## config.mk

```make
export PLATFORM = sky130hd
export DESIGN_NAME = rgo_rail_group_oc
export DESIGN_NICKNAME = d
export VERILOG_FILES = /design/src/core/rgo_pkg.sv /design/src/core/rgo_rail_group_oc.sv /design/src/core/rgo_retry_timer.sv
export SDC_FILE = /design/constraint.sdc
export NUM_CORES = 1
export LEC_CHECK = 0
export BUFFER_PORTS_ARGS = -buffer_cell sky130_fd_sc_hd__buf_2
export CAP_MARGIN = 15
export CORE_MARGIN = 2
export CORE_UTILIZATION = 55
export DETAILED_ROUTE_END_ITERATION = 12
export GPL_TIMING_DRIVEN = 0
export PLACE_DENSITY_LB_ADDON = 0.05
export REMOVE_ABC_BUFFERS = 1
export SETUP_SLACK_MARGIN = 0.4
export SYNTH_ARGS = -nofsm -noshare
export SYNTH_HDL_FRONTEND = slang
export SYNTH_SLANG_ARGS = --single-unit
```

## constraint.sdc

```tcl
create_clock -name mclk -period 4.2 [get_ports mclk]
set_clock_uncertainty 0.15 [all_clocks]
set_input_delay 0.42 -clock mclk [delete_from_list [all_inputs] [get_ports mclk]]
set_output_delay 0.42 -clock mclk [all_outputs]
set_load 0.01 [all_outputs]
```

## src/core/rgo_pkg.sv

```systemverilog
// package: command codes, field layout, reset values, timing and message types
package rgo_pkg;
  // command codes of the two registers
  localparam logic [7:0] CMD_RAIL_GROUP = 8'hE2;
  localparam logic [7:0] CMD_OC_RESP = 8'hE5;
  // rail_group_config field positions
  localparam int VOUT_GID_LSB = 16;
  localparam int VOUT_EN_BIT = 21;
  localparam int OP_GID_LSB = 8;
  localparam int OP_EN_BIT = 13;
  localparam int FLT_GID_LSB = 0;
  localparam int FLT_EN_BIT = 5;
  localparam int GID_W = 5;
  // writable bits of rail_group_config, the rest read as zero
  localparam logic [31:0] RAIL_GROUP_MASK = 32'h003F_3F3F;
  localparam logic [31:0] RAIL_GROUP_RST = 32'h0000_0000;
  // overcurrent_response_config fields
  localparam int CODE_LSB = 6;
  localparam int RETRY_LSB = 3;
  localparam int DELAY_LSB = 0;
  localparam logic [7:0] OC_RESP_RST = 8'hB8;
  localparam logic [1:0] CODE_DISABLE = 2'h2;
  localparam logic [2:0] RETRY_NONE = 3'h0;
  localparam logic [2:0] RETRY_FOREVER = 3'h7;
  // retry delay unit: 35 ms at a 10 ns clock
  localparam int CLK_PERIOD_NS = 10;
  localparam int RETRY_UNIT_MS = 35;
  localparam int RETRY_UNIT_CYC = (RETRY_UNIT_MS * 1000000) / CLK_PERIOD_NS;
  localparam int UNIT_CNT_W = 22;
  // inter-module bus message kinds
  typedef enum logic [1:0] {
    MSG_FAULT_GRP,
    MSG_OP_GRP,
    MSG_VOUT_GRP,
    MSG_RAIL_FAULT
  } rgo_msg_kind_e;
  // one inter-module bus message
  typedef struct packed {
    rgo_msg_kind_e kind;
    logic [4:0] gid;
    logic [4:0] src_id;
    logic [15:0] data;
  } rgo_msg_s;
  // protection state
  typedef enum logic [1:0] {
    RG_RUN,
    RG_WAIT,
    RG_LATCHED
  } rgo_state_e;
endpackage

```

## src/core/rgo_rail_group_oc.sv

```systemverilog
// rail group and overcurrent response registers with their fault behaviour
//
// Functional notes
// RULE_01: three group id and enable pairs
// RULE_02: group ids never compared with rail id
// RULE_03: broadcasts act only on matching enabled group
// RULE_04: current sharing needs no fault group match
// RULE_05: rail faults spread to current-sharing peers
// RULE_06: grouped or sequenced devices never auto-retry
// RULE_07: own messages sent even with enables off
// RULE_08: group zero is a valid group
// RULE_09: field positions of the rail group register
// RULE_10: overcurrent sets status flag and alert
// RULE_11: code 10 disables at once, then retries
// RULE_12: retry 000 latches off, 111 retries
// RULE_13: retry interval is (code+1) times 35 ms
// RULE_14: sequencing alone does not spread faults
`timescale 1ns/100ps
module rgo_rail_group_oc #(
  parameter int RETRY_UNIT_CYC = rgo_pkg::RETRY_UNIT_CYC
) (
  input wire logic mclk,
  input wire logic resetn,
  // decoded management-bus command port
  input wire logic cmd_valid,
  input wire logic cmd_write,
  input wire logic [7:0] cmd_code,
  input wire logic [31:0] cmd_wdata,
  input wire logic clear_faults,
  output logic rsp_valid_r,
  output logic rsp_err_r,
  output logic [31:0] rsp_rdata_r,
  // device context
  input wire logic [4:0] own_rail_id,
  input wire logic cs_member,
  input wire logic seq_member,
  // pins from outside the clock domain
  input wire logic oc_fault_pin,
  input wire logic op_on_pin,
  input wire logic bias_ok_pin,
  // inter-module bus, decoded messages
  input wire logic rx_valid,
  input wire rgo_pkg::rgo_msg_s rx_msg,
  output logic tx_valid_r,
  output rgo_pkg::rgo_msg_s tx_msg_r,
  // effects
  output logic op_apply_r,
  output logic vout_apply_r,
  output logic [15:0] apply_data_r,
  output logic out_enable_r,
  output logic oc_flag_r,
  output logic alert_output_r
);
  logic [31:0] rail_group_r; // rail_group_config
  logic [7:0] oc_resp_r; // overcurrent_response_config
  logic [2:0] sync_a_r; // first synchroniser stage
  logic [2:0] sync_b_r; // second stage, the only one read
  logic oc_s, op_on_s, bias_ok_s; // synchronised levels
  rgo_pkg::rgo_state_e st_r, st_nxt;
  logic fault_evt; // new overcurrent while running
  logic grp_fault_hit; // fault message for our enabled group
  logic rail_fault_hit; // fault from our own current-sharing rail
  logic other_fault; // spread faults force shutdown
  logic grouped; // member of fault-spreading or sequencing group
  logic may_retry;
  logic retry_start, retry_done;
  logic rail_tx_pend_r; // rail fault message still to send

  // field views
  wire [4:0] vout_gid = rail_group_r[rgo_pkg::VOUT_GID_LSB +: rgo_pkg::GID_W]; // RULE_09
  wire vout_en = rail_group_r[rgo_pkg::VOUT_EN_BIT]; // RULE_09
  wire [4:0] op_gid = rail_group_r[rgo_pkg::OP_GID_LSB +: rgo_pkg::GID_W]; // RULE_09
  wire op_en = rail_group_r[rgo_pkg::OP_EN_BIT]; // RULE_09
  wire [4:0] flt_gid = rail_group_r[rgo_pkg::FLT_GID_LSB +: rgo_pkg::GID_W]; // RULE_09
  wire flt_en = rail_group_r[rgo_pkg::FLT_EN_BIT]; // RULE_09
  wire [1:0] resp_code = oc_resp_r[rgo_pkg::CODE_LSB +: 2];
  wire [2:0] retry_mode = oc_resp_r[rgo_pkg::RETRY_LSB +: 3];
  wire [2:0] retry_delay = oc_resp_r[rgo_pkg::DELAY_LSB +: 3];

  // group match: enable set and ids equal; zero is an ordinary id
  function automatic logic grp_hit(input logic en, input logic [4:0] mine, input logic [4:0] theirs);
    grp_hit = en && (mine == theirs); // RULE_03 RULE_08
  endfunction

  ////////////////////////////////////////////////////////////////////
  // pin synchronisers
  always_ff @(posedge mclk or negedge resetn) begin
    if (!resetn) begin
      sync_a_r <= '0;
      sync_b_r <= '0;
    end else begin
      sync_a_r <= {oc_fault_pin, op_on_pin, bias_ok_pin};
      sync_b_r <= sync_a_r;
    end
  end
  assign oc_s = sync_b_r[2];
  assign op_on_s = sync_b_r[1];
  assign bias_ok_s = sync_b_r[0];

  ////////////////////////////////////////////////////////////////////
  // register writes; reserved bits are dropped so they read as zero
  always_ff @(posedge mclk or negedge resetn) begin
    if (!resetn) begin
      rail_group_r <= rgo_pkg::RAIL_GROUP_RST;
      oc_resp_r <= rgo_pkg::OC_RESP_RST;
    end else if (cmd_valid && cmd_write) begin
      if (cmd_code == rgo_pkg::CMD_RAIL_GROUP) begin
        rail_group_r <= cmd_wdata & rgo_pkg::RAIL_GROUP_MASK; // RULE_01 RULE_09
      end
      if (cmd_code == rgo_pkg::CMD_OC_RESP) begin
        oc_resp_r <= cmd_wdata[7:0];
      end
    end
  end

  // command answer one cycle after the request; unknown codes flag an error
  always_ff @(posedge mclk or negedge resetn) begin
    if (!resetn) begin
      rsp_valid_r <= 1'b0;
      rsp_err_r <= 1'b0;
      rsp_rdata_r <= '0;
    end else begin
      rsp_valid_r <= cmd_valid;
      rsp_err_r <= 1'b0;
      rsp_rdata_r <= '0;
      if (cmd_valid) begin
        case (cmd_code)
          rgo_pkg::CMD_RAIL_GROUP: rsp_rdata_r <= rail_group_r;
          rgo_pkg::CMD_OC_RESP: rsp_rdata_r <= {24'h00_0000, oc_resp_r};
          default: rsp_err_r <= 1'b1;
        endcase
      end
    end
  end

  ////////////////////////////////////////////////////////////////////
  // incoming message decode
  // rail faults are matched on the rail id only, fault groups on group id only
  assign grp_fault_hit = rx_valid && rx_msg.kind == rgo_pkg::MSG_FAULT_GRP
                         && grp_hit(flt_en, flt_gid, rx_msg.gid); // RULE_02
  assign rail_fault_hit = rx_valid && rx_msg.kind == rgo_pkg::MSG_RAIL_FAULT
                          && cs_member && rx_msg.src_id == own_rail_id; // RULE_02 RULE_04 RULE_05
  assign other_fault = grp_fault_hit || rail_fault_hit;

  // broadcast operation and output-voltage commands
  always_ff @(posedge mclk or negedge resetn) begin
    if (!resetn) begin
      op_apply_r <= 1'b0;
      vout_apply_r <= 1'b0;
      apply_data_r <= '0;
    end else begin
      op_apply_r <= rx_valid && rx_msg.kind == rgo_pkg::MSG_OP_GRP
                    && grp_hit(op_en, op_gid, rx_msg.gid); // RULE_03
      vout_apply_r <= rx_valid && rx_msg.kind == rgo_pkg::MSG_VOUT_GRP
                      && grp_hit(vout_en, vout_gid, rx_msg.gid); // RULE_03
      if (rx_valid) begin
        apply_data_r <= rx_msg.data;
      end
    end
  end

  ////////////////////////////////////////////////////////////////////
  // protection state machine
  // a device in a fault group or a sequencing group never restarts on its own
  assign grouped = flt_en || seq_member; // RULE_06
  assign may_retry = retry_mode == rgo_pkg::RETRY_FOREVER && !grouped; // RULE_06 RULE_12
  assign fault_evt = st_r == rgo_pkg::RG_RUN && oc_s && op_on_s;
  assign retry_start = fault_evt && resp_code == rgo_pkg::CODE_DISABLE && may_retry;

  always_comb begin
    st_nxt = st_r;
    case (st_r)
      rgo_pkg::RG_RUN: begin
        if (other_fault) begin
          st_nxt = rgo_pkg::RG_LATCHED; // RULE_05
        end else if (retry_start) begin
          st_nxt = rgo_pkg::RG_WAIT; // RULE_11
        end else if (fault_evt) begin
          // no retry, and unused codes, stay off until cleared
          st_nxt = rgo_pkg::RG_LATCHED; // RULE_12
        end
      end
      rgo_pkg::RG_WAIT: begin
        if (other_fault || !bias_ok_s || grouped) begin
          st_nxt = rgo_pkg::RG_LATCHED; // RULE_12
        end else if (!op_on_s) begin
          st_nxt = rgo_pkg::RG_RUN; // commanded off ends retrying
        end else if (retry_done) begin
          st_nxt = rgo_pkg::RG_RUN; // RULE_12
        end
      end
      rgo_pkg::RG_LATCHED: begin
        if (clear_faults && !oc_s) begin
          st_nxt = rgo_pkg::RG_RUN;
        end
      end
      default: st_nxt = rgo_pkg::RG_LATCHED;
    endcase
  end

  // state and output enable; the output drops in the cycle after the event
  always_ff @(posedge mclk or negedge resetn) begin
    if (!resetn) begin
      st_r <= rgo_pkg::RG_RUN;
      out_enable_r <= 1'b0;
    end else begin
      st_r <= st_nxt;
      out_enable_r <= st_nxt == rgo_pkg::RG_RUN && op_on_s && bias_ok_s && !fault_evt; // RULE_11
    end
  end

  rgo_retry_timer #(
    .UNIT_CYC(RETRY_UNIT_CYC)
  ) u_timer (
    .mclk(mclk),
    .resetn(resetn),
    .start(retry_start),
    .run(st_r == rgo_pkg::RG_WAIT),
    .delay_code(retry_delay),
    .done_r(retry_done)
  );

  ////////////////////////////////////////////////////////////////////
  // status flag and alert; a new fault wins over a clear in the same cycle
  always_ff @(posedge mclk or negedge resetn) begin
    if (!resetn) begin
      oc_flag_r <= 1'b0;
      alert_output_r <= 1'b0;
    end else if (fault_evt) begin
      oc_flag_r <= 1'b1; // RULE_10
      alert_output_r <= 1'b1; // RULE_10
    end else if (clear_faults) begin
      oc_flag_r <= 1'b0;
      alert_output_r <= 1'b0;
    end
  end

  ////////////////////////////////////////////////////////////////////
  // outgoing messages: group fault always, rail fault only for current sharing;
  // sequencing partners get nothing directly
  always_ff @(posedge mclk or negedge resetn) begin
    if (!resetn) begin
      tx_valid_r <= 1'b0;
      tx_msg_r <= '0;
      rail_tx_pend_r <= 1'b0;
    end else begin
      tx_valid_r <= 1'b0;
      if (fault_evt) begin
        tx_valid_r <= 1'b1; // RULE_07 RULE_08
        tx_msg_r <= '{kind: rgo_pkg::MSG_FAULT_GRP, gid: flt_gid, src_id: own_rail_id, data: 16'h0000};
        rail_tx_pend_r <= cs_member; // RULE_05 RULE_14
      end else if (rail_tx_pend_r) begin
        tx_valid_r <= 1'b1;
        tx_msg_r <= '{kind: rgo_pkg::MSG_RAIL_FAULT, gid: 5'h00, src_id: own_rail_id, data: 16'h0000};
        rail_tx_pend_r <= 1'b0;
      end
    end
  end
endmodule // rgo_rail_group_oc

```

## src/core/rgo_retry_timer.sv

```systemverilog
// retry interval timer: (code + 1) units of one retry period
`timescale 1ns/100ps
module rgo_retry_timer #(
  parameter int UNIT_CYC = rgo_pkg::RETRY_UNIT_CYC
) (
  input wire logic mclk,
  input wire logic resetn,
  input wire logic start,
  input wire logic run,
  input wire logic [2:0] delay_code,
  output logic done_r
);
  logic [rgo_pkg::UNIT_CNT_W-1:0] unit_cnt_r; // cycles within one unit
  logic [3:0] units_left_r; // units still to wait
  logic tick; // one-cycle enable at each unit end

  assign tick = run && (unit_cnt_r == rgo_pkg::UNIT_CNT_W'(UNIT_CYC - 1));

  ////////////////////////////////////////////////////////////////////
  // unit divider, restarted by start so the first unit is full length
  always_ff @(posedge mclk or negedge resetn) begin
    if (!resetn) begin
      unit_cnt_r <= '0;
    end else if (start || !run || tick) begin
      unit_cnt_r <= '0;
    end else begin
      unit_cnt_r <= unit_cnt_r + 1'b1;
    end
  end

  // unit counter loaded with code plus one
  always_ff @(posedge mclk or negedge resetn) begin
    if (!resetn) begin
      units_left_r <= '0;
      done_r <= 1'b0;
    end else begin
      done_r <= 1'b0;
      if (start) begin
        units_left_r <= {1'b0, delay_code} + 4'h1; // RULE_13
      end else if (tick && units_left_r != 4'h0) begin
        units_left_r <= units_left_r - 4'h1;
        done_r <= (units_left_r == 4'h1);
      end
    end
  end
endmodule // rgo_retry_timer

```

# [After elaboration in Yosys (flattened, before gate mapping)]
# Cells that the tools add are included.
[totals] input_bits=84 register_bits=145 output_inout_bits=84 wordCells=109
[op_classes] n_eq_ne=15 muxes=24 n_addsub=3 reduce_logical=45
[ops] cell="$mux 28" count=2
[ops] cell="$mux 22" count=2
[ops] cell="$pmux 22 s2" count=1
[ops] cell="$logic_and 1x1->1" count=24
[ops] cell="$add 22x1->22 const B" count=1
[ops] cell="$eq 22x22->1 const B" count=1
[ops] cell="$eq 5x5->1" count=4
[ops] cell="$eq 8x8->1 const B" count=2
[ops] cell="$mux 2" count=7
[ops] cell="$mux 1" count=9
[ops] cell="$eq 2x2->1 const B" count=4
[ops] cell="$mux 4" count=2
[ops] cell="$logic_not 2->1" count=3
[ops] cell="$logic_or 1x1->1" count=6
[ops] cell="$pmux 2 s3" count=1
[ops] cell="$reduce_bool 2->1" count=3
[ops] cell="$logic_not 1->1" count=5
[ops] cell="$add 3x1->4 const B" count=1
[ops] cell="$eq 2x1->1 const B" count=2
[ops] cell="$eq 4x1->1 const B" count=1
[ops] cell="$reduce_and 2->1" count=2
[ops] cell="$reduce_bool 4->1" count=1
[ops] cell="$sub 4x1->4 const B" count=1
[ops] cell="$eq 3x3->1 const B" count=1
[ops] cell="$reduce_or 2->1" count=1

# [Longest topological paths before layout]
[depth] ltp_word=13 mapped_depth=7 depth_no_buf=7

# [Cells and area by module]
# From an unflattened synthesis, not the netlist that was laid out.
[hier_totals] cells_unflattened=440 hier_area_um2=5287.6
[by_module_without_submodules] module="rgo_rail_group_oc" seq_area_each_um2=2232.1 cells_each=280 n_inst=1 area_each_um2=3784.9
[by_module_without_submodules] module="rgo_retry_timer" seq_area_each_um2=675.6 cells_each=160 n_inst=1 area_each_um2=1502.7

# [Least setup slack after synthesis]
# No wires, ideal clock.
[synth_timing] path_kind="input to register" start="input cmd_code[3]" end="register rail_group_r[10]" path_buffers=1 path_stages=6 t_arrival_ps=1737 slack_ps=2187 t_required_ps=3925 path_cell_list="nor3b_2 nand4_2 nor3_4 nand2_4 buf_6 mux2_4"
[synth_via] elab_chain_cells=2
[synth_lines] item="start: declaration" line="rgo_rail_group_oc.sv:27" text="input wire logic [7:0] cmd_code,"
[synth_lines] item="$eq 8x8->1" line="rgo_rail_group_oc.sv:107" text="if (cmd_code == rgo_pkg::CMD_RAIL_GROUP) begin"
[synth_lines] item="$reduce_and 2->1 (no source line)"
[synth_lines] item="end signal: assignment" line="rgo_rail_group_oc.sv:104" text="rail_group_r <= rgo_pkg::RAIL_GROUP_RST;"
[synth_lines] item="end signal: assignment" line="rgo_rail_group_oc.sv:108" text="rail_group_r <= cmd_wdata & rgo_pkg::RAIL_GROUP_MASK;"
[synth_lines] item="end: declaration" line="rgo_rail_group_oc.sv:54" text="logic [31:0] rail_group_r;"
# Every way passes these cells.
# A chain may end at the register's enable or synchronous reset.

# [Worst setup path after layout]
[layout_timing] start="input cmd_valid" end="register rail_group_r[21]"
[layout_via] elab_chain_cells=2
[layout_lines] item="start: declaration" line="rgo_rail_group_oc.sv:25" text="input wire logic cmd_valid,"
[layout_lines] item="$logic_and 1x1->1" line="rgo_rail_group_oc.sv:106" text="end else if (cmd_valid && cmd_write) begin"
[layout_lines] item="$reduce_and 2->1 (no source line)"
# Every way passes these cells.

==> results.md <==
- Worst setup path end: rail_group_r[21]
- Final period utilization: 58.0%
- Global router's overall resource usage: 23.8%
- Final nets: 693
- Ys Warns: 0
- Starting DRT DRC Count: 122
- RSZ-0062 raised after global routing: no
- Commonest non-fill, non-tap cell in the layout: buf_2
- HPWL after DPL: 7.38 mm
- CTS tree: done
- Leakage: 3.42 nW
- Clk slew on worst S/H paths: 60 ps
- H-Tree Depth: 4
- DRT Wirelength: 11.5 mm
- Most frequent cells in the layout: buf_2 (126), dfrtp_1 (112), dlygate4sd3_1 (46)
- First-pass GRT wire length: 18.5 mm
- Hold path startpoint: own_rail_id[0]
- Remaining global-route overflow: 0
- DIE WIDTH: 101 um
- Routed Antenna Nets: 0
- Starting Density: 56.4%
- Outcome: finished, final reports clean
- Largest net degree at the start of global routing: 85
- Slew headroom: 46.2%
- Total Neg Setup Slack: 0 ps
- Final hold violations: 0
- Synth area leader: dfrtp_1
- Setup crit start kind: input port
- Vias per inst: 5.03
- Number of diodes: 0
- CTS resizes: 0
- R2R depth: 5
- First-pass DRT Iterations: 5
- Drc violations: 0
- CTS sink cnt: 116
- Max Cap Viol: 0
- CORE AREA: 9200 sq um
- Kind of critical path: in -> reg
- Die Y: 101 um
- Synth-to-layout area growth: 34.1%
- Worst reg2reg path endpoint: u_timer.units_left_r[1]
- Worst Setup SP: cmd_valid
- DIE AREA: 10,200 sq um
- Final Non-Filler Cells: 729
- Worst VDD drop: 0.327 mV
- FMAX: 411 MHz
- Rows: 35
- EDFF count, synth: 0
- Worst-Margin Slew: 804 ps
- Vias after detailed routing: 3,669
- Share of layout cells above drive strength 1: 36.2%
- Placed Cells incl. Taps: 651
- Max-slew violations: 0
- Worst Hold Class: in -> reg
- Detailed-route wire length per cell: 15.7 um
- GP Congestion: 0.795
- Initial antenna violation count: 0
- Max FO, Critical Path: 19
- Netlist Area Pre-Place: 5190 sq um
- Critical Path Sink Type: flop
- Worst-skew pair later-pin latency: 520 ps
- Unique cell type count in the Yosys netlist: 51
- Reg-to-Reg Start: u_timer.unit_cnt_r[15]
- Setup Buffers After CTS: 0
- Post-synthesis sequential area ratio: 56.1%
- Num CTS Buffers: 17
- Synth top area cells: dfrtp_1 (54%), mux2_2 (8.2%), buf_4 (4.5%), xor2_1 (3.9%), xnor2_1 (3.0%)
- Clock tree buffer depth: 2
- Number of synthesized register bits: 116
- R2R Setup Slk: 2020 ps
- Async S/R FF share, synth: 100%
- Worst path required time: 4450 ps
- Avg Cell Area, Syn: 12.3 sq um
- IO Count: 168
- Pwr Density: 452 nW/um^2
- Setup violators final: 0
- Root Driver: clkbuf_8
- Tmin final: 2440 ps
- Number of port buffers: 127
- Synth Instances: 421
- Share of the synthesized area in the top cell type: 54.0%
- Vias in the first global route: 3,829
- Arrival time of the worst setup path: 2690 ps
- Top_reg_cell synth: dfrtp_1
-- sequential cells by signal (all words and copies together), names as in the netlist --
signal and flops:
u_timer.units_left_r 4, rsp_err_r 1, vout_apply_r 1, rsp_rdata_r 20
sync_a_r 3, op_apply_r 1, rsp_valid_r 1, tx_msg_r 11
rail_tx_pend_r 1, u_timer.done_r 1, rail_group_r 18, st_r 2
apply_data_r 16, alert_output_r 1, sync_b_r 3, out_enable_r 1
tx_valid_r 1, oc_resp_r 8, u_timer.unit_cnt_r 22
-- what timing repair did --
item                       4_1_cts  5_1_grt
hold endpoints to repair        81        0
hold buffers                    46        0
setup endpoints to repair        0        0
-- how the worst min path moves through the flow --
stage,slack (ps),endpoint,cells past startpoint
2_1_floorplan,-30,alert_output_r,0
3_3_place_gp,190,sync_b_r[2],0
3_5_place_dp,180,rsp_err_r,1
4_1_cts,0.6,oc_resp_r[3],2
5_1_grt,5,tx_msg_r[16],2
6_report,20,tx_msg_r[16],2
-- final cells by class --
type | instances | area [sq um]
clock inverters | 14 | 226
fillers | 631 | 2240
inverters | 7 | 26.3
multi-input cells | 288 | 2090
repair buffers | 175 | 1140
well taps | 111 | 139
clock buffers | 18 | 428
flip-flops and latches | 116 | 2910
-- cell families (layout without fill, tap and decap cells) --
family | after synthesis | after routing | synth area share (%)
compound gates | 26 | 26 | 3.40
xor+xnor | 41 | 41 | 6.92
fa+ha+maj | 4 | 4 | 0.965
buf+inv | 44 | 214 | 5.60
flops | 116 | 116 | 56.1
mux | 52 | 52 | 11.9
other cells | 1 | 28 | 0.0723
simple gates | 137 | 137 | 15.1
-- synthesized netlist by cell type, types with 2 or more instances --
cell,instances
nand4b_1,4
nand2b_1,8
nand3b_1,2
nor2_1,33
nand4_1,12
dfstp_2,4
o21ai_0,8
buf_4,31
nand3_1,13
nor4_1,4
clkbuf_1,3
a22o_1,6
nor2b_1,2
dfrtp_1,112
nor3b_2,2
nor3_1,7
mux2i_1,4
xnor2_1,18
a21oi_1,4
ha_1,4
inv_1,7
nand2_1,19
and3_1,3
and2_1,16
xor2_1,23
mux2_4,10
mux2_2,38
-- stage by stage --
step | hold WS (ps) | setup WS [ps] | cell area [sq um] | util (%) | total power [W]
finish | 19.4 | 1760 | 6960 | 75.6 | 0.00315
global route | 4.58 | 1670 | 6960 | 75.6 | 0.00327
CTS | 0.572 | 1760 | 6960 | 75.6 | 0.00317
detailed placement | 176 | 1500 | 5840 | 63.5 | 0.00154
floorplan | -25.6 | 2060 | 5020 | - | 0.00138
global placement | 186 | 1190 | 5800 | 63.1 | 0.00153
-- report_power, final --
part	total [W]	leakage, nW	switching, W	internal, W
Clock	0.00158	0.312	0.000537	0.00105
Combinational	0.000324	1.59	0.000160	0.000164
Sequential	0.00124	1.52	0.0000516	0.00119
-- worst max-delay path, cell delays in order --
cell and delay (ps):
dlygate4sd3_1 530, buf_2 120, nand4_2 150, nor3_4 700, nand2_4 360, mux2_4 400
-- routing by layer --
metal / part of all wire, % / routed length, um / track usage (%)
met5: 0 / 0 / 0
met4: 1.0 / 115 / 6.65
met3: 5.7 / 654 / 8.67
met2: 51 / 5820 / 39.5
met1: 43 / 4880 / 29.6
Power figures use the tool's default switching activity.
